File: config.mk
export PLATFORM = sky130hd
export DESIGN_NAME = flash_program_erase_control
export DESIGN_NICKNAME = d
export VERILOG_FILES = /design/src/inc/flash_ctrl_pkg.sv /design/src/logic/flash_program_erase_control.sv /design/src/logic/op_timer.sv
export SDC_FILE = /design/constraint.sdc
export NUM_CORES = 1
export LEC_CHECK = 0
export BUFFER_PORTS_ARGS = -buffer_cell sky130_fd_sc_hd__clkbuf_2
export CELL_PAD_IN_SITES_DETAIL_PLACEMENT = 0
export CELL_PAD_IN_SITES_GLOBAL_PLACEMENT = 2
export CORE_ASPECT_RATIO = 0.7
export CORE_MARGIN = 3
export CORE_UTILIZATION = 27
export DETAILED_ROUTE_END_ITERATION = 10
export PLACE_DENSITY = 0.95
export SYNTH_ARGS = -nofsm -noshare
export SYNTH_HDL_FRONTEND = slang
export SYNTH_HIERARCHICAL = 1
export SYNTH_SLANG_ARGS = --single-unit
File: constraint.sdc
create_clock -name clock -period 3.4 [get_ports clock]
set_input_delay 0.51 -clock clock [delete_from_list [all_inputs] [get_ports clock]]
set_output_delay 0.51 -clock clock [all_outputs]
set_load 0.01 [all_outputs]
File: src/inc/flash_ctrl_pkg.sv
package flash_ctrl_pkg;
	// ************************************************************
	// Register map and field layout
	// ************************************************************
	localparam logic [31:0] CONTROL_OFFSET = 32'h0000_0000;
	localparam int TRIGGER_BIT = 15;
	localparam int WRITE_ENABLE_BIT = 14;
	localparam int ERROR_BIT = 13;
	localparam int ERASE_BIT = 6;
	localparam int SELECT_LSB = 0;
	localparam int SELECT_WIDTH = 4;
	localparam logic [15:0] CONTROL_MASK = 16'he04f;

	// ************************************************************
	// Operation select codes
	// ************************************************************
	localparam logic [3:0] SEL_BULK = 4'hf;
	localparam logic [3:0] SEL_GENERAL = 4'hd;
	localparam logic [3:0] SEL_SECURE = 4'hc;
	localparam logic [3:0] SEL_WORD = 4'h3;
	localparam logic [3:0] SEL_PAGE = 4'h2;
	localparam logic [3:0] SEL_ROW = 4'h1;
	localparam logic [3:0] SEL_CONFIG = 4'h0;

	// ************************************************************
	// Operation durations in clock cycles
	// ************************************************************
	localparam int COUNT_WIDTH = 12;
	localparam int BULK_ERASE_CYCLES = 256;
	localparam int SEGMENT_ERASE_CYCLES = 128;
	localparam int PAGE_ERASE_CYCLES = 64;
	localparam int CONFIG_BYTE_CYCLES = 8;
	localparam int WORD_PROGRAM_CYCLES = 16;
	localparam int ROW_PROGRAM_CYCLES = 96;

	// ************************************************************
	// Types
	// ************************************************************
	typedef enum logic [3:0] {
		op_none,
		op_bulk_erase,
		op_general_segment_erase,
		op_secure_segment_erase,
		op_page_erase,
		op_config_erase,
		op_word_program,
		op_row_program,
		op_config_program
	} op_kind_type;

	typedef struct packed {
		logic trigger;
		logic write_enable;
		logic error;
		logic erase;
		logic [SELECT_WIDTH-1:0] select;
	} control_type;

	typedef struct packed {
		control_type control;
		op_kind_type active;
		logic data_write;
		logic data_hit;
		logic [31:0] rdata;
		logic ready;
		logic resp;
	} top_state_type;

	typedef struct packed {
		logic [COUNT_WIDTH-1:0] count;
		logic running;
		logic done;
	} timer_state_type;

	localparam control_type CONTROL_RESET = '0;
	localparam top_state_type TOP_RESET = '{
		control: CONTROL_RESET,
		active: op_none,
		data_write: 1'b0,
		data_hit: 1'b0,
		rdata: 32'h0000_0000,
		ready: 1'b1,
		resp: 1'b0
	};
	localparam timer_state_type TIMER_RESET = '0;

	// ************************************************************
	// Functions
	// ************************************************************
	function automatic op_kind_type decode_op(input logic erase, input logic [3:0] select);
		op_kind_type kind;
		kind = op_none;
		if (erase) begin
			case (select)
				SEL_BULK: kind = op_bulk_erase;
				SEL_GENERAL: kind = op_general_segment_erase;
				SEL_SECURE: kind = op_secure_segment_erase;
				SEL_PAGE: kind = op_page_erase;
				SEL_CONFIG: kind = op_config_erase;
				default: kind = op_none;
			endcase
		end else begin
			case (select)
				SEL_WORD: kind = op_word_program;
				SEL_ROW: kind = op_row_program;
				SEL_CONFIG: kind = op_config_program;
				default: kind = op_none;
			endcase
		end
		return kind;
	endfunction : decode_op

	function automatic logic [15:0] readback(input control_type c);
		logic [15:0] value;
		value = 16'h0000;
		value[TRIGGER_BIT] = c.trigger;
		value[WRITE_ENABLE_BIT] = c.write_enable;
		value[ERROR_BIT] = c.error;
		value[ERASE_BIT] = c.erase;
		value[SELECT_LSB +: SELECT_WIDTH] = c.select;
		return value & CONTROL_MASK;
	endfunction : readback
endpackage : flash_ctrl_pkg

File: src/logic/flash_program_erase_control.sv
`timescale 1ns/100ps
// Notes on behaviour
// - Setting trigger starts the operation; only hardware clears it, at completion or termination.
// - Operations run only while write enable is one.
// - Improper trigger attempt or termination sets error; normal completion clears it.
// - Erase codes 1111, 1101, 1100 are bulk, general and secure segment erase.
// - Erase codes 0010 page erase, 0000 config byte erase; 0011, 0001 start nothing and set error.
// - Program codes 0011 word, 0001 row, 0000 config byte; others start nothing and set error.
// - Unlisted select codes start no operation.
// - Control bits clear only on power-on reset, not on warm reset.
module flash_program_erase_control #(
	parameter int BULK_CYCLES = flash_ctrl_pkg::BULK_ERASE_CYCLES,
	parameter int SEGMENT_CYCLES = flash_ctrl_pkg::SEGMENT_ERASE_CYCLES,
	parameter int PAGE_CYCLES = flash_ctrl_pkg::PAGE_ERASE_CYCLES,
	parameter int CONFIG_CYCLES = flash_ctrl_pkg::CONFIG_BYTE_CYCLES,
	parameter int WORD_CYCLES = flash_ctrl_pkg::WORD_PROGRAM_CYCLES,
	parameter int ROW_CYCLES = flash_ctrl_pkg::ROW_PROGRAM_CYCLES
) (
	input wire logic clock,
	input wire logic rst,
	input wire logic warm_rst,
	input wire logic hsel,
	input wire logic [31:0] haddr,
	input wire logic [1:0] htrans,
	input wire logic hwrite,
	input wire logic [2:0] hsize,
	input wire logic [31:0] hwdata,
	input wire logic hready,
	output logic hreadyout,
	output logic hresp,
	output logic [31:0] hrdata,
	input wire logic flash_abort,
	output logic flash_busy,
	output flash_ctrl_pkg::op_kind_type flash_operation
);
	localparam int CW = flash_ctrl_pkg::COUNT_WIDTH;

	flash_ctrl_pkg::top_state_type state;
	flash_ctrl_pkg::top_state_type next_state;
	flash_ctrl_pkg::control_type c;
	flash_ctrl_pkg::op_kind_type start_kind;
	logic start_op;
	logic accept;
	logic [15:0] w;
	logic [CW-1:0] start_length;
	logic timer_busy;
	logic timer_done;
	logic abort_op;
	logic write_attempt;
	logic erase_asked;
	logic [flash_ctrl_pkg::SELECT_WIDTH-1:0] select_asked;

	assign accept = hsel && htrans[1] && hready;
	assign w = hwdata[15:0];
	assign abort_op = flash_abort && state.control.trigger;
	// Check helpers: what a data-phase trigger write asks for
	assign write_attempt = state.data_write && state.data_hit && !state.control.trigger
		&& w[flash_ctrl_pkg::TRIGGER_BIT];
	assign erase_asked = w[flash_ctrl_pkg::ERASE_BIT];
	assign select_asked = w[flash_ctrl_pkg::SELECT_LSB +: flash_ctrl_pkg::SELECT_WIDTH];

	// ************************************************************
	// Register access and sequencing
	// ************************************************************
	always_comb begin
		next_state = state;
		c = state.control;
		start_op = 1'b0;
		start_kind = flash_ctrl_pkg::op_none;
		next_state.ready = 1'b1;
		next_state.resp = 1'b0;
		if (state.data_write && state.data_hit) begin
			// Unused bit positions are simply never copied
			c.error = w[flash_ctrl_pkg::ERROR_BIT];
			if (!state.control.trigger) begin
				// Fields freeze while busy so a running operation cannot change
				c.write_enable = w[flash_ctrl_pkg::WRITE_ENABLE_BIT];
				c.erase = w[flash_ctrl_pkg::ERASE_BIT];
				c.select = w[flash_ctrl_pkg::SELECT_LSB +: flash_ctrl_pkg::SELECT_WIDTH];
				if (w[flash_ctrl_pkg::TRIGGER_BIT]) begin
					start_kind = flash_ctrl_pkg::decode_op(c.erase, c.select);
					if (c.write_enable && start_kind != flash_ctrl_pkg::op_none) begin
						c.trigger = 1'b1;
						start_op = 1'b1;
						next_state.active = start_kind;
					end else begin
						c.error = 1'b1;
					end
				end
			end
		end
		if (timer_done) begin
			c.trigger = 1'b0;
			c.error = 1'b0;
			next_state.active = flash_ctrl_pkg::op_none;
		end
		// Termination is applied last so its error set wins
		if (abort_op) begin
			c.trigger = 1'b0;
			c.error = 1'b1;
			next_state.active = flash_ctrl_pkg::op_none;
		end
		next_state.control = c;
		next_state.data_write = accept && hwrite;
		next_state.data_hit = accept && (haddr[31:2] == flash_ctrl_pkg::CONTROL_OFFSET[31:2]);
		// Read data built from the post-write value covers back-to-back write then read
		if (accept && !hwrite && next_state.data_hit) begin
			next_state.rdata = {16'h0000, flash_ctrl_pkg::readback(c)};
		end else begin
			next_state.rdata = 32'h0000_0000;
		end
		// Warm reset drops only bus phase state, never the control bits
		if (warm_rst) begin
			next_state.data_write = 1'b0;
			next_state.data_hit = 1'b0;
		end
	end

	always_comb begin
		case (start_kind)
			flash_ctrl_pkg::op_bulk_erase: start_length = CW'(BULK_CYCLES);
			flash_ctrl_pkg::op_general_segment_erase: start_length = CW'(SEGMENT_CYCLES);
			flash_ctrl_pkg::op_secure_segment_erase: start_length = CW'(SEGMENT_CYCLES);
			flash_ctrl_pkg::op_page_erase: start_length = CW'(PAGE_CYCLES);
			flash_ctrl_pkg::op_config_erase: start_length = CW'(CONFIG_CYCLES);
			flash_ctrl_pkg::op_word_program: start_length = CW'(WORD_CYCLES);
			flash_ctrl_pkg::op_row_program: start_length = CW'(ROW_CYCLES);
			flash_ctrl_pkg::op_config_program: start_length = CW'(CONFIG_CYCLES);
			default: start_length = CW'(1);
		endcase
	end

	// Only the power-on reset clears the control bits
	always_ff @(posedge clock) begin
		if (rst) begin
			state <= flash_ctrl_pkg::TOP_RESET;
		end else begin
			state <= next_state;
		end
	end

	// ************************************************************
	// Self-timed operation
	// ************************************************************
	op_timer #(
		.WIDTH(CW)
	) timer (
		.clock(clock),
		.rst(rst),
		.start(start_op),
		.length(start_length),
		.abort(abort_op),
		.busy(timer_busy),
		.done(timer_done)
	);

	assign hreadyout = state.ready;
	assign hresp = state.resp;
	assign hrdata = state.rdata;
	assign flash_busy = state.control.trigger;
	assign flash_operation = state.active;

	// ************************************************************
	// Checks
	// ************************************************************
	a_trigger_clears_done: assert property (@(posedge clock) disable iff (rst)
		timer_done |=> !state.control.trigger) else $error("trigger not cleared");
	a_trigger_held: assert property (@(posedge clock) disable iff (rst)
		state.control.trigger && !timer_done && !abort_op |=> state.control.trigger)
		else $error("trigger dropped early");
	a_trigger_needs_enable: assert property (@(posedge clock) disable iff (rst)
		$rose(state.control.trigger) |-> state.control.write_enable && timer_busy)
		else $error("operation started without write enable");
	a_fields_frozen: assert property (@(posedge clock) disable iff (rst)
		state.control.trigger |=> state.control.write_enable == $past(state.control.write_enable)
		&& state.control.erase == $past(state.control.erase)
		&& state.control.select == $past(state.control.select))
		else $error("fields changed while busy");
	a_bad_attempt_flags: assert property (@(posedge clock) disable iff (rst)
		write_attempt && !w[flash_ctrl_pkg::WRITE_ENABLE_BIT]
		|=> state.control.error && !state.control.trigger)
		else $error("improper attempt not flagged");
	a_abort_flags: assert property (@(posedge clock) disable iff (rst)
		abort_op |=> state.control.error && !state.control.trigger
		&& state.active == flash_ctrl_pkg::op_none) else $error("termination not flagged");
	a_done_clears_error: assert property (@(posedge clock) disable iff (rst)
		timer_done && !flash_abort |=> !state.control.error) else $error("error kept");

	// ************************************************************
	// Decode, warm reset and unused bit checks
	// ************************************************************
	a_erase_kind: assert property (@(posedge clock) disable iff (rst)
		$rose(state.control.trigger) && !state.control.erase |-> state.active inside
		{flash_ctrl_pkg::op_word_program, flash_ctrl_pkg::op_row_program,
		flash_ctrl_pkg::op_config_program}) else $error("program bit gave erase");
	a_bulk_decode: assert property (@(posedge clock) disable iff (rst)
		$rose(state.control.trigger) && state.control.erase && state.control.select == 4'hf
		|-> state.active == flash_ctrl_pkg::op_bulk_erase) else $error("bad bulk");
	a_general_decode: assert property (@(posedge clock) disable iff (rst)
		$rose(state.control.trigger) && state.control.erase && state.control.select == 4'hd
		|-> state.active == flash_ctrl_pkg::op_general_segment_erase) else $error("bad general");
	a_secure_decode: assert property (@(posedge clock) disable iff (rst)
		$rose(state.control.trigger) && state.control.erase && state.control.select == 4'hc
		|-> state.active == flash_ctrl_pkg::op_secure_segment_erase) else $error("bad secure");
	a_page_decode: assert property (@(posedge clock) disable iff (rst)
		$rose(state.control.trigger) && state.control.erase && state.control.select == 4'h2
		|-> state.active == flash_ctrl_pkg::op_page_erase) else $error("bad page");
	a_config_erase: assert property (@(posedge clock) disable iff (rst)
		$rose(state.control.trigger) && state.control.erase && state.control.select == 4'h0
		|-> state.active == flash_ctrl_pkg::op_config_erase) else $error("bad config erase");
	a_erase_noop: assert property (@(posedge clock) disable iff (rst)
		write_attempt && erase_asked && select_asked inside {4'h3, 4'h1}
		|=> !state.control.trigger) else $error("erase no-op code started");
	a_row_decode: assert property (@(posedge clock) disable iff (rst)
		$rose(state.control.trigger) && !state.control.erase && state.control.select == 4'h1
		|-> state.active == flash_ctrl_pkg::op_row_program) else $error("bad row");
	a_word_decode: assert property (@(posedge clock) disable iff (rst)
		$rose(state.control.trigger) && !state.control.erase && state.control.select == 4'h3
		|-> state.active == flash_ctrl_pkg::op_word_program) else $error("bad word");
	a_config_program: assert property (@(posedge clock) disable iff (rst)
		$rose(state.control.trigger) && !state.control.erase && state.control.select == 4'h0
		|-> state.active == flash_ctrl_pkg::op_config_program) else $error("bad config program");
	a_program_noop: assert property (@(posedge clock) disable iff (rst)
		write_attempt && !erase_asked && select_asked inside {4'hf, 4'hd, 4'hc, 4'h2}
		|=> !state.control.trigger) else $error("program no-op code started");
	a_unlisted_idle: assert property (@(posedge clock) disable iff (rst)
		write_attempt && !(select_asked inside {4'h0, 4'h1, 4'h2, 4'h3, 4'hc, 4'hd, 4'hf})
		|=> !state.control.trigger && state.control.error)
		else $error("operation without a listed code");
	a_warm_keeps: assert property (@(posedge clock) disable iff (rst)
		warm_rst && !state.data_write && !timer_done && !abort_op
		|=> state.control == $past(state.control)) else $error("warm reset hit control");
	a_unused_zero: assert property (@(posedge clock) disable iff (rst)
		(hrdata & 32'hffff_1fb0) == 32'h0000_0000) else $error("unused bits read nonzero");
endmodule : flash_program_erase_control

File: src/logic/op_timer.sv
`timescale 1ns/100ps
module op_timer #(
	parameter int WIDTH = flash_ctrl_pkg::COUNT_WIDTH
) (
	input wire logic clock,
	input wire logic rst,
	input wire logic start,
	input wire logic [WIDTH-1:0] length,
	input wire logic abort,
	output logic busy,
	output logic done
);
	flash_ctrl_pkg::timer_state_type state;
	flash_ctrl_pkg::timer_state_type next_state;

	// ************************************************************
	// Self-timed countdown
	// ************************************************************
	always_comb begin
		next_state = state;
		next_state.done = 1'b0;
		if (abort) begin
			next_state.running = 1'b0;
			next_state.count = '0;
		end else if (start && !state.running) begin
			// A zero length would wrap the count to all ones before finishing, so it runs one cycle
			next_state.running = 1'b1;
			next_state.count = (length == '0) ? WIDTH'(1) : length;
		end else if (state.running) begin
			if (state.count == WIDTH'(1)) begin
				next_state.running = 1'b0;
				next_state.done = 1'b1;
				next_state.count = '0;
			end else begin
				next_state.count = state.count - WIDTH'(1);
			end
		end
	end

	always_ff @(posedge clock) begin
		if (rst) begin
			state <= flash_ctrl_pkg::TIMER_RESET;
		end else begin
			state <= next_state;
		end
	end

	assign busy = state.running;
	assign done = state.done;

	a_done_ends_run: assert property (@(posedge clock) disable iff (rst)
		done |-> !busy && $past(busy)) else $error("done without a finished run");
endmodule : op_timer

==> insert_results.sql, run 1 <==
INSERT INTO impl_metrics (metric_group, metric, value, unit) VALUES
('placement', 'numPlacedInstances', '424', ''),
('synthesis', 'post-synth-top-area-cell', 'sky130_fd_sc_hd__dfxtp_1', ''),
('grt', 'grt-ovfl-total', '0', ''),
('drt', 'via_count', '2005', ''),
('placement', 'port_buffers', '58', ''),
('sta', 'worstMarginPinSlew', '643', 'ps'),
('drt', 'drt-wirelength-per-cell', '12.7', 'um'),
('clock_network', 'cts_max_path_buffers', '2', ''),
('drt', 'drt-pass1-iter-count', '4', ''),
('critical_path', 'worstSetupPathType', 'in2reg', ''),
('layout', 'syn_to_final_growth', '16.6', '%'),
('clock_network', 'hold_buffers', '0', ''),
('synthesis', 'number_of_warning_messages_in_the_yosys_log', '6', ''),
('synthesis', 'synth_cells', '276', ''),
('layout', 'drive_gt1_frac', '0.260', ''),
('layout', 'postLayoutCoreUtil', '0.333', ''),
('clock_network', 'clock_sinks', '36', ''),
('critical_path', 'timing.critical_path.to_type', 'register', ''),
('sta', 'timing.slew.headroom', '0.568', ''),
('layout', 'layout.nets', '412', ''),
('drt', 'post_drt_via_cell_ratio', '4.64', ''),
('clock_network', 'postCtsResizedCells', '0', ''),
('sta', 'setup_repair_after_global_routing_missed_its_margin', 'false', ''),
('clock_network', 'clock_insertion_delay_worst_skew', '280', 'ps'),
('synthesis', 'async_reset_ff_frac', '0', ''),
('die', 'boundaryPins', '115', ''),
('synthesis', 'synth_cell_types', '55', ''),
('die', 'chipWidth', '117', 'um'),
('clock_network', 'cts_buffers', '5', ''),
('synthesis', 'synth.top_cell.area_share', '0.311', ''),
('critical_path', 'required', '3550', 'ps'),
('die', 'core_area', '8110', 'um2'),
('synthesis', 'ys_top_cells_by_area', 'sky130_fd_sc_hd__dfxtp_1 31%, sky130_fd_sc_hd__buf_4 12%, sky130_fd_sc_hd__nor2_1 4.9%, sky130_fd_sc_hd__mux2i_1 4.7%, sky130_fd_sc_hd__a21oi_1 3.2%', ''),
('synthesis', 'yosysMostFrequentCell', 'sky130_fd_sc_hd__buf_4', ''),
('min_path', 'hp-class', 'in2reg', ''),
('critical_path', 'worstPathArrival', '2800', 'ps'),
('critical_path', 'critical_path.max_fanout', '8', ''),
('clock_network', 'tritoncts', 'done', ''),
('clock_network', 'count_of_buffers_added_by_post_cts_timing_repair_for_setup', '0', ''),
('sta', 'setup_total_negative_slack', '0', 'ps'),
('grt', 'number_of_antenna_violations_at_the_first_check_in_global_routing', '0', ''),
('grt', 'first_pass_grt_wire_length', '9.14', 'mm'),
('synthesis', 'cell_area_after_synthesis', '2320', 'um2'),
('sta', 'share_of_the_clock_period_used_by_the_worst_path', '0.782', ''),
('grt', 'grt_pass1_vias', '1871', ''),
('clock_network', 'cts_htree_levels', '2', ''),
('synthesis', 'synth_flop_cell', 'sky130_fd_sc_hd__dfxtp_1', ''),
('die', 'fp-row-count', '27', ''),
('placement', 'gp_routability_congestion', '0.802', ''),
('sta', 'finClkSkew', '4.59', 'ps'),
('status', 'run_status', 'finished, final reports clean', ''),
('die', 'start_util', '0.286', ''),
('clock_network', 'clock-root-buffer', 'sky130_fd_sc_hd__clkbuf_16', ''),
('synthesis', 'synth-edff-count', '0', ''),
('drt', 'routed_wl', '5.49', 'mm'),
('synthesis', 'postSynthAreaPerCell', '8.40', 'um2'),
('sta', 'finalHoldViolCount', '0', ''),
('flow_run', 'drv.max_cap_violation_count', '0', ''),
('critical_path', 'start_kind', 'input pin', ''),
('synthesis', 'synth-seq-cells', '36', ''),
('sta', 'setup-violations-final', '0', ''),
('layout', 'antennaDiodeCount', '0', ''),
('die', 'floorplan.die.height', '83.5', 'um'),
('sta', 'slew_viol_final', '0', ''),
('pwr', 'ir_drop', '0.195', 'mV'),
('drt', 'detailedRoute.firstIterationViolations', '139', ''),
('pwr', 'p_per_area', '353', 'nW/um2'),
('sta', 'fin_crit', '2660', 'ps'),
('drt', 'detail-route-antenna-nets', '0', ''),
('grt', 'grt_start_max_net_pins', '22', ''),
('placement', 'hpwlAfterDp', '4.36', 'mm'),
('clock_network', 'cts.clk_slew.worst_paths', '60', 'ps'),
('drt', 'route.detailed.drc', '0', ''),
('synthesis', 'yosys-top-cells-count', '38 x sky130_fd_sc_hd__buf_4, 36 x sky130_fd_sc_hd__dfxtp_1, 30 x sky130_fd_sc_hd__nor2_1', ''),
('sta', 'fmax', '376', 'MHz'),
('die', 'floorplan.die_area', '9750', 'um2'),
('pwr', 'power_leakage', '1.19', 'nW'),
('grt', 'grt_util_all_layers', '0.114', ''),
('layout', 'final_cell_count_no_fill', '432', ''),
('synthesis', 'yosysSeqAreaShare', '0.311', '');
metrics by stage:
stage / total power [mW] / hold WS (ps) / instance area, um2 / worst slack, ps
5_1_grt: 0.996 / 440 / 2700 / 529
4_1_cts: 0.967 / 423 / 2700 / 799
2_1_floorplan: 0.489 / 436 / 2450 / 1040
6_report: 0.956 / 425 / 2700 / 741
3_5_place_dp: 0.503 / 471 / 2550 / 541
3_3_place_gp: 0.502 / 458 / 2550 / 537
path summary, 6_finish.rpt:
kind	end	cells after the start	slack [ps]	startpoint
max reg2reg	timer/state[2]	9	760	flash_busy
min	state[34]	2	430	warm_rst
max	timer/state[2]	11	740	hwdata[0]
min reg2reg	state[40]	2	480	state[40]
worst max-delay path, stage by stage:
cell	delay [ps]
sky130_fd_sc_hd__clkbuf_2	160
sky130_fd_sc_hd__xnor2_1	160
sky130_fd_sc_hd__a31o_2	240
sky130_fd_sc_hd__a21oi_1	270
sky130_fd_sc_hd__nand2b_1	190
sky130_fd_sc_hd__ha_1	150
sky130_fd_sc_hd__nand2_1	70
sky130_fd_sc_hd__o22ai_1	290
sky130_fd_sc_hd__nor4_1	110
sky130_fd_sc_hd__a311oi_1	480
sky130_fd_sc_hd__o32ai_1	170
registers in the layout (all words and copies together) (netlist names):
signal           cells
flash_busy           1
flash_operation      4
hrdata               8
state                9
timer/busy           1
timer/done           1
timer/state         12
layer usage:
layer  up-vias  track usage  part of all wire
li1       1025            -                 -
met3         6       0.0275             0.060
met2        73        0.153              0.40
met5         -            0                 0
met4         0       0.0229            0.0055
met1       901        0.180              0.53
placed cells by master, fill, tap and decap left out, types with 3 or more instances in the layout:
| cell type | netlist | routed |
|---|---|---|
| sky130_fd_sc_hd__nor2b_1 | 9 | 9 |
| sky130_fd_sc_hd__nand2_1 | 14 | 14 |
| sky130_fd_sc_hd__ha_1 | 6 | 6 |
| sky130_fd_sc_hd__clkbuf_16 | 0 | 5 |
| sky130_fd_sc_hd__nor2_1 | 30 | 30 |
| sky130_fd_sc_hd__a2111oi_2 | 3 | 3 |
| sky130_fd_sc_hd__or3_1 | 3 | 3 |
| sky130_fd_sc_hd__inv_1 | 9 | 9 |
| sky130_fd_sc_hd__dfxtp_1 | 36 | 36 |
| sky130_fd_sc_hd__mux2i_1 | 11 | 11 |
| sky130_fd_sc_hd__nand3_1 | 6 | 6 |
| sky130_fd_sc_hd__nand2b_1 | 4 | 4 |
| sky130_fd_sc_hd__nor4_1 | 9 | 9 |
| sky130_fd_sc_hd__a21oi_1 | 15 | 15 |
| sky130_fd_sc_hd__nor3_1 | 10 | 10 |
| sky130_fd_sc_hd__and3_1 | 5 | 5 |
| sky130_fd_sc_hd__o21ai_0 | 4 | 4 |
| sky130_fd_sc_hd__conb_1 | 2 | 36 |
| sky130_fd_sc_hd__nand4_1 | 4 | 4 |
| sky130_fd_sc_hd__clkbuf_2 | 0 | 58 |
| sky130_fd_sc_hd__a211oi_1 | 5 | 5 |
logic make-up after synthesis:
| group | count (synthesis) | share of synthesized area |
|---|---|---|
| and+or+nand+nor | 112 | 0.284 |
| AOI/OAI and AO/OA | 47 | 0.147 |
| muxes | 12 | 0.0523 |
| xor gates and xnor gates | 4 | 0.0151 |
| DFF | 36 | 0.311 |
| adders and majority gates | 6 | 0.0324 |
| other | 2 | 0.00324 |
| buffers and inverters | 57 | 0.155 |
where the power goes:
part           switching [mW]  leakage [nW]  internal (mW)
sequential          0.0000490         0.290          0.422
clock                   0.188        0.0660          0.273
combinational          0.0446         0.833         0.0285
layout make-up:
class / count / area (um2)
timing repair buffer: 60 / 305
sequential: 36 / 721
multi-input combinational: 217 / 1370
fill: 855 / 5400
clock buffer: 5 / 125
clock inverter: 3 / 23.8
inverter: 10 / 37.5
tap: 101 / 126
Note: power is estimated with default switching activity, not from simulation.
==> run 2: changes to the inputs <==
--- a/config.mk
+++ b/config.mk
@@ -5,14 +5,15 @@
 export SDC_FILE = /design/constraint.sdc
 export NUM_CORES = 1
 export LEC_CHECK = 0
+export ABC_AREA = 1
 export BUFFER_PORTS_ARGS = -buffer_cell sky130_fd_sc_hd__clkbuf_2
 export CELL_PAD_IN_SITES_DETAIL_PLACEMENT = 0
 export CELL_PAD_IN_SITES_GLOBAL_PLACEMENT = 2
 export CORE_ASPECT_RATIO = 0.7
 export CORE_MARGIN = 3
-export CORE_UTILIZATION = 27
+export CORE_UTILIZATION = 21
 export DETAILED_ROUTE_END_ITERATION = 10
-export PLACE_DENSITY = 0.95
+export PLACE_DENSITY = 0.86
 export SYNTH_ARGS = -nofsm -noshare
 export SYNTH_HDL_FRONTEND = slang
 export SYNTH_HIERARCHICAL = 1
==> constraint.sdc (replaced) <==
create_clock -name clock -period 2.32 [get_ports clock]
set_input_delay 0.348 -clock clock [delete_from_list [all_inputs] [get_ports clock]]
set_output_delay 0.348 -clock clock [all_outputs]
set_load 0.01 [all_outputs]
==> insert_results.sql, run 2 <==
INSERT INTO impl_metrics (metric_group, metric, value, unit) VALUES
('clock_network', 'cts_max_path_buffers', '2', ''),
('critical_path', 'timing.critical_path.to_type', 'register', ''),
('synthesis', 'synth_cell_types', '36', ''),
('grt', 'grt_pass1_vias', '2056', ''),
('flow_run', 'drv.max_cap_violation_count', '0', ''),
('layout', 'drive_gt1_frac', '0.247', ''),
('sta', 'finClkSkew', '4.27', 'ps'),
('grt', 'grt_start_max_net_pins', '14', ''),
('pwr', 'p_per_area', '495', 'nW/um2'),
('synthesis', 'yosysSeqAreaShare', '0.309', ''),
('critical_path', 'start_kind', 'register', ''),
('synthesis', 'yosysMostFrequentCell', 'sky130_fd_sc_hd__nor2_1', ''),
('clock_network', 'cts_htree_levels', '2', ''),
('layout', 'ff_latch_area', '721', 'um2'),
('layout', 'fillerInstances', '1163', ''),
('layout', 'mostFrequentLayoutCells', '60 x sky130_fd_sc_hd__nor2_1, 58 x sky130_fd_sc_hd__clkbuf_2, 56 x sky130_fd_sc_hd__nand2_1', ''),
('synthesis', 'dominant_combinational_cell_family_by_area_after_synthesis', 'simple AND/OR/NAND/NOR gates', ''),
('synthesis', 'synth-compound-area-share', '0.110', ''),
('grt', 'first_pass_grt_wire_length', '9.54', 'mm'),
('die', 'core_area', '10600', 'um2'),
('drt', 'drt-pass1-iter-count', '4', ''),
('synthesis', 'yosys-top-cells-count', '63 x sky130_fd_sc_hd__nor2_1, 57 x sky130_fd_sc_hd__nand2_1, 38 x sky130_fd_sc_hd__buf_4', ''),
('synthesis', 'post_synth_xor_area_fraction', '0.0150', ''),
('synthesis', 'post_synth_and_or_nand_nor_area_fraction', '0.323', ''),
('synthesis', 'ys_top_cells_by_area', 'sky130_fd_sc_hd__dfxtp_1 31%, sky130_fd_sc_hd__buf_4 12%, sky130_fd_sc_hd__nor2_1 10%, sky130_fd_sc_hd__nand2_1 9.2%, sky130_fd_sc_hd__inv_1 5.6%', ''),
('critical_path', 'required', '2500', 'ps'),
('drt', 'via_count', '2117', ''),
('clock_network', 'clock_sinks', '36', ''),
('die', 'floorplan.die_area', '12400', 'um2'),
('critical_path', 'crit_chain', 'nand2_2, inv_2, nand2_1, nor2_4, inv_2, nor2_2, inv_1, ha_1, nand2_2, xor2_1, inv_1, nand2_1, nor2_1, nand2_1, nand2_1, nand2_1, nand3_1, nand2_1, inv_1', ''),
('pwr', 'power_leakage', '1.31', 'nW'),
('grt', 'number_of_antenna_violations_at_the_first_check_in_global_routing', '0', ''),
('critical_path', 'critical_path_cell_count', '19', ''),
('synthesis', 'synth-adder-area-share', '0.0322', ''),
('synthesis', 'number_of_warning_messages_in_the_yosys_log', '6', ''),
('placement', 'hpwlAfterDp', '4.50', 'mm'),
('clock_network', 'cts.clk_slew.worst_paths', '50', 'ps'),
('grt', 'grt_util_all_layers', '0.0930', ''),
('layout', 'layout.nets', '490', ''),
('sta', 'setup-violations-final', '0', ''),
('synthesis', 'cell_area_after_synthesis', '2330', 'um2'),
('layout', 'mostFrequentLayoutCell', 'sky130_fd_sc_hd__nor2_1', ''),
('drt', 'detail-route-antenna-nets', '0', ''),
('die', 'fp-row-count', '31', ''),
('critical_path', 'critical_path.reg2reg.startpoint', 'state[35]', ''),
('critical_path', 'worstPathArrival', '2230', 'ps'),
('synthesis', 'postSynthAreaPerCell', '6.69', 'um2'),
('grt', 'grt-ovfl-total', '0', ''),
('status', 'run_status', 'finished, final reports clean', ''),
('die', 'floorplan.die.height', '94.2', 'um'),
('sta', 'share_of_the_clock_period_used_by_the_worst_path', '0.885', ''),
('critical_path', 'worstSetupPathType', 'reg2reg', ''),
('clock_network', 'count_of_buffers_added_by_post_cts_timing_repair_for_setup', '0', ''),
('sta', 'fmax', '487', 'MHz'),
('drt', 'detailedRoute.firstIterationViolations', '101', ''),
('synthesis', 'synth.area.mux_share', '0.0129', ''),
('critical_path', 'regToRegEndpoint', 'timer/state[2]', ''),
('sta', 'slew_viol_final', '0', ''),
('synthesis', 'synth-seq-cells', '36', ''),
('critical_path', 'reg2reg_setup_slack', '270', 'ps'),
('synthesis', 'synth-edff-count', '0', ''),
('placement', 'post-place-ws', '57.6', 'ps'),
('critical_path', 'endpoint', 'timer/state[2]', ''),
('sta', 'worst_slack', '266', 'ps'),
('critical_path', 'worst-path-buf-inv', '5', ''),
('sta', 'finalHoldViolCount', '0', ''),
('layout', 'postLayoutCoreUtil', '0.267', ''),
('clock_network', 'clock_insertion_delay_worst_skew', '270', 'ps'),
('clock_network', 'hold_buffers', '0', ''),
('die', 'chipWidth', '132', 'um'),
('drt', 'drt-wirelength-per-cell', '10.0', 'um'),
('die', 'start_util', '0.220', ''),
('clock_network', 'tritoncts', 'done', ''),
('synthesis', 'synth.top_cell.area_share', '0.309', ''),
('layout', 'largest_reg_flops', '12', ''),
('sta', 'fin_crit', '2050', 'ps'),
('min_path', 'hp-class', 'in2reg', ''),
('die', 'boundaryPins', '115', ''),
('pwr', 'post-layout-total-power', '1.40', 'mW'),
('layout', 'syn_to_final_growth', '21.1', '%'),
('clock_network', 'cts_buffers', '5', ''),
('layout', 'regMostFlops', 'timer/state', ''),
('critical_path', 'timing.critical_path.max_delay_family', 'simple AND/OR/NAND/NOR gates', ''),
('drt', 'post_drt_via_cell_ratio', '3.80', ''),
('synthesis', 'post-synth-top-area-cell', 'sky130_fd_sc_hd__dfxtp_1', ''),
('clock_network', 'postCtsResizedCells', '0', ''),
('layout', 'multi_input_combinational_cell_area', '1310', 'um2'),
('critical_path', 'crit_path_frequent_cell', 'sky130_fd_sc_hd__nand2_1', ''),
('pwr', 'ir_drop', '0.210', 'mV'),
('placement', 'gp_routability_congestion', '0.764', ''),
('critical_path', 'maximum_single_stage_delay_on_the_critical_path', '320', 'ps'),
('critical_path', 'critical-path-slowest-cell', 'sky130_fd_sc_hd__dfxtp_1', ''),
('drt', 'routed_wl', '5.58', 'mm'),
('synthesis', 'async_reset_ff_frac', '0', ''),
('critical_path', 'critical_path.max_fanout', '3', ''),
('synthesis', 'synth_cells', '349', ''),
('synthesis', 'synth_flop_cell', 'sky130_fd_sc_hd__dfxtp_1', ''),
('critical_path', 'crit_path_start', 'state[35]', ''),
('sta', 'setup_total_negative_slack', '0', 'ps'),
('drt', 'route.detailed.drc', '0', ''),
('clock_network', 'clock-root-buffer', 'sky130_fd_sc_hd__clkbuf_16', ''),
('critical_path', 'number_of_cell_instances_on_the_worst_register_to_register_path', '19', ''),
('sta', 'whs', '249', 'ps'),
('placement', 'port_buffers', '58', ''),
('layout', 'antennaDiodeCount', '0', '');
-- run 2: logic make-up (layout without fill, tap and decap cells) --
| family | Yosys count | in the layout |
|---|---|---|
| AND/OR/NAND/NOR | 169 | 169 |
| buffers and inverters | 83 | 109 |
| AO/OA/AOI/OAI | 46 | 46 |
| flip-flops | 36 | 36 |
| adder cells (fa/ha/maj) | 6 | 6 |
| XOR/XNOR | 4 | 4 |
| multiplexers | 3 | 3 |
| other | 2 | 36 |
-- run 2: worst min-delay path by stage --
stage	cells past startpoint	end	startpoint
after floorplan	1	state[34]	warm_rst
after global placement	2	flash_operation[1]	flash_operation[1]
after detailed placement	2	flash_operation[1]	flash_operation[1]
after CTS	2	state[34]	warm_rst
after global routing	2	state[34]	warm_rst
final	2	state[34]	warm_rst
-- run 2: layer usage --
| metal | up-vias | wire length [um] | track usage |
|---|---|---|---|
| met1 | 922 | 3020 | 0.128 |
| li1 | 1144 | - | - |
| met4 | 0 | 42 | 0.0341 |
| met3 | 2 | 254 | 0.0198 |
| met5 | - | 0 | 0 |
| met2 | 49 | 2270 | 0.142 |
-- run 2: report_power, final --
part	total [mW]	switching (mW)	leakage (nW)	internal (mW)
combinational	0.110	0.0689	0.942	0.0412
clock	0.670	0.247	0.0766	0.423
sequential	0.619	0.0000670	0.290	0.619
-- run 2: stage by stage --
| stage | area, um2 | cells |
|---|---|---|
| 2_1_floorplan | 2460 | 383 |
| 3_3_place_gp | 2650 | 549 |
| 3_5_place_dp | 2650 | 549 |
| 4_1_cts | 2800 | 557 |
| 5_1_grt | 2830 | 557 |
| 6_report | 2830 | 557 |
-- run 2: worst register-to-register path, cell delays in order (launching register included) --
cell and delay (ps):
sky130_fd_sc_hd__dfxtp_1 320, sky130_fd_sc_hd__nand2_2 80, sky130_fd_sc_hd__inv_2 80, sky130_fd_sc_hd__nand2_1 110, sky130_fd_sc_hd__nor2_4 160, sky130_fd_sc_hd__inv_2 80, sky130_fd_sc_hd__nor2_2 130, sky130_fd_sc_hd__inv_1 80
sky130_fd_sc_hd__ha_1 210, sky130_fd_sc_hd__nand2_2 80, sky130_fd_sc_hd__xor2_1 140, sky130_fd_sc_hd__inv_1 70, sky130_fd_sc_hd__nand2_1 50, sky130_fd_sc_hd__nor2_1 40, sky130_fd_sc_hd__nand2_1 40, sky130_fd_sc_hd__nand2_1 50
sky130_fd_sc_hd__nand2_1 60, sky130_fd_sc_hd__nand3_1 70, sky130_fd_sc_hd__nand2_1 60, sky130_fd_sc_hd__inv_1 40
-- run 2: area by class of cell --
| class | instances | area share |
|---|---|---|
| Clock buffer | 6 | 0.0491 |
| Multi-Input combinational cell | 264 | 0.463 |
| Clock inverter | 2 | 0.00354 |
| Tap cell | 148 | 0.0655 |
| Timing Repair Buffer | 60 | 0.108 |
| Sequential cell | 36 | 0.255 |
| Inverter | 41 | 0.0553 |
==> run 3: changes to the inputs <==
==> constraint.sdc (replaced) <==
create_clock -name clock -period 2.32 [get_ports clock]
set_input_delay 0 -clock clock [delete_from_list [all_inputs] [get_ports clock]]
set_output_delay 0 -clock clock [all_outputs]
set_load 0.01 [all_outputs]
==> insert_results.sql, run 3 (synthesis results as in run 2) <==
INSERT INTO impl_metrics (metric_group, metric, value, unit) VALUES
('pwr', 'combinationalPowerShare', '0.080', ''),
('sta', 'finalHoldViolCount', '0', ''),
('clock_network', 'clock_insertion_delay_worst_skew', '280', 'ps'),
('placement', 'gp_routability_congestion', '0.765', ''),
('pwr', 'p_per_area', '493', 'nW/um2'),
('clock_network', 'cts_buffers', '5', ''),
('drt', 'detailedRoute.firstIterationViolations', '106', ''),
('die', 'core_area', '10600', 'um2'),
('placement', 'port_buffers', '58', ''),
('pwr', 'post-layout-total-power', '1.40', 'mW'),
('sta', 'whs', '26.0', 'ps'),
('critical_path', 'worstPathArrival', '2220', 'ps'),
('layout', 'postLayoutCoreUtil', '0.269', ''),
('clock_network', 'tritoncts', 'done', ''),
('layout', 'regMostFlops', 'timer/state', ''),
('layout', 'multi_input_combinational_cell_area', '1310', 'um2'),
('layout', 'fin_area', '2840', 'um2'),
('die', 'floorplan.die.height', '94.2', 'um'),
('sta', 'share_of_the_clock_period_used_by_the_worst_path', '0.879', ''),
('grt', 'grt_start_max_net_pins', '14', ''),
('layout', 'ff_latch_area', '721', 'um2'),
('placement', 'placed_cell_area', '2650', 'um2'),
('placement', 'numPlacedInstances', '548', ''),
('drt', 'drt-pass1-iter-count', '4', ''),
('grt', 'first_pass_grt_wire_length', '9.60', 'mm'),
('layout', 'drive_gt1_frac', '0.243', ''),
('pwr', 'internal_power', '1.08', 'mW'),
('sta', 'worst_slack', '280', 'ps'),
('die', 'boundaryPins', '115', ''),
('sta', 'setup_total_negative_slack', '0', 'ps'),
('die', 'floorplan.die_area', '12400', 'um2'),
('layout', 'mostFrequentLayoutCell', 'sky130_fd_sc_hd__nor2_1', ''),
('clock_network', 'clock-root-buffer', 'sky130_fd_sc_hd__clkbuf_16', ''),
('layout', 'syn_to_final_growth', '21.8', '%'),
('critical_path', 'critical_path.max_fanout', '3', ''),
('pwr', 'ir_drop', '0.238', 'mV'),
('die', 'fp-row-count', '31', ''),
('die', 'chipWidth', '132', 'um'),
('sta', 'slew_viol_final', '0', ''),
('critical_path', 'timing.critical_path.to_type', 'register', ''),
('critical_path', 'worstSetupPathType', 'reg2reg', ''),
('drt', 'via_count', '2176', ''),
('grt', 'number_of_antenna_violations_at_the_first_check_in_global_routing', '0', ''),
('layout', 'layout.nets', '492', ''),
('drt', 'post_drt_via_cell_ratio', '3.89', ''),
('status', 'run_status', 'finished, final reports clean', ''),
('pwr', 'switching_power', '0.318', 'mW'),
('layout', 'mostFrequentLayoutCells', '61 x sky130_fd_sc_hd__nor2_1, 58 x sky130_fd_sc_hd__clkbuf_2, 56 x sky130_fd_sc_hd__nand2_1', ''),
('layout', 'fillerInstances', '1188', ''),
('grt', 'grt_util_all_layers', '0.0941', ''),
('min_path', 'hp-class', 'in2reg', ''),
('layout', 'final_cell_count_no_fill', '559', ''),
('sta', 'fmax', '490', 'MHz'),
('clock_network', 'cts.clk_slew.worst_paths', '50', 'ps'),
('drt', 'routed_wl', '5.64', 'mm'),
('grt', 'grt_pass1_vias', '2072', ''),
('placement', 'post-place-ws', '119', 'ps'),
('pwr', 'power_frac_seq', '0.441', ''),
('pwr', 'sw_frac_of_total', '0.227', ''),
('flow_run', 'drv.max_cap_violation_count', '0', ''),
('critical_path', 'start_kind', 'register', ''),
('layout', 'antennaDiodeCount', '0', ''),
('grt', 'grt-ovfl-total', '0', ''),
('sta', 'setup-violations-final', '0', ''),
('sta', 'fin_crit', '2040', 'ps'),
('die', 'start_util', '0.220', ''),
('clock_network', 'cts_max_path_buffers', '2', ''),
('clock_network', 'clock_sinks', '36', ''),
('sta', 'setup_repair_after_global_routing_missed_its_margin', 'false', ''),
('pwr', 'portion_of_total_power_attributed_to_the_clock_network', '0.479', ''),
('pwr', 'power_leakage', '1.32', 'nW'),
('layout', 'largest_reg_flops', '12', ''),
('placement', 'hpwlAfterDp', '4.53', 'mm'),
('drt', 'drt-wirelength-per-cell', '10.1', 'um'),
('drt', 'route.detailed.drc', '0', ''),
('critical_path', 'required', '2500', 'ps'),
('sta', 'finClkSkew', '3.32', 'ps'),
('clock_network', 'cts_htree_levels', '2', ''),
('drt', 'detail-route-antenna-nets', '0', '');
-- run 3: cell types whose count changed in the layout (fill, tap and decap cells not counted) --
cell / change
sky130_fd_sc_hd__nor2_2: -1
sky130_fd_sc_hd__dlygate4sd3_1: +2
sky130_fd_sc_hd__nor2_1: +1
-- run 3: area by class of cell --
type | count | area share
inverters | 41 | 0.0550
flip-flops and latches | 36 | 0.253
clock inverters | 2 | 0.00352
repair buffers | 62 | 0.114
multi-input cells | 264 | 0.460
well taps | 148 | 0.0651
clock buffers | 6 | 0.0488
-- run 3: worst max-delay path, stage by stage, from the launching register on --
cell and delay, ps:
sky130_fd_sc_hd__dfxtp_1 300, sky130_fd_sc_hd__nand2_1 100, sky130_fd_sc_hd__inv_2 100, sky130_fd_sc_hd__nand2_2 80, sky130_fd_sc_hd__nor2_4 150, sky130_fd_sc_hd__inv_2 80, sky130_fd_sc_hd__nor2_2 120, sky130_fd_sc_hd__inv_1 90
sky130_fd_sc_hd__ha_1 290, sky130_fd_sc_hd__nor2_1 130, sky130_fd_sc_hd__nor2_1 60, sky130_fd_sc_hd__nand2_1 80, sky130_fd_sc_hd__nor2_1 40, sky130_fd_sc_hd__nand2_1 40, sky130_fd_sc_hd__nand2_1 50, sky130_fd_sc_hd__nand2_1 50
sky130_fd_sc_hd__nand3_1 60, sky130_fd_sc_hd__nand2_1 60, sky130_fd_sc_hd__inv_1 30
-- run 3: power groups by stage --
| stage | logic [mW] | clock network (mW) | registers [mW] |
|---|---|---|---|
| 2_1_floorplan | 0.0884 | 0 | 0.632 |
| 3_3_place_gp | 0.107 | 0 | 0.632 |
| 3_5_place_dp | 0.108 | 0 | 0.632 |
| 4_1_cts | 0.110 | 0.702 | 0.618 |
| 5_1_grt | 0.128 | 0.731 | 0.618 |
| 6_report | 0.112 | 0.672 | 0.619 |
-- run 3: timing repair --
| item | CTS | global route |
|---|---|---|
| hold endpoints to repair | 2 | 0 |
| hold buffers | 2 | 0 |
| setup endpoints to repair | 0 | 1 |
| setup buffers | 0 | 1 |
| gates resized for setup | 0 | 7 |
-- run 3: path summary, 6_finish.rpt --
check	startpoint	end	slack, ps	depth (start not counted)
max	state[35]	timer/state[2]	280	18
min	haddr[2]	state[34]	30	4
max reg2reg	state[35]	timer/state[2]	280	18
min reg2reg	flash_operation[1]	flash_operation[1]	470	2
-- run 3: routing by layer --
layer / GRT usage / share of wire / vias to the layer above
met4: 0.0402 / 0.018 / 0
met3: 0.0214 / 0.055 / 7
met1: 0.127 / 0.52 / 966
met2: 0.144 / 0.41 / 56
li1: - / - / 1147
met5: 0 / 0 / -
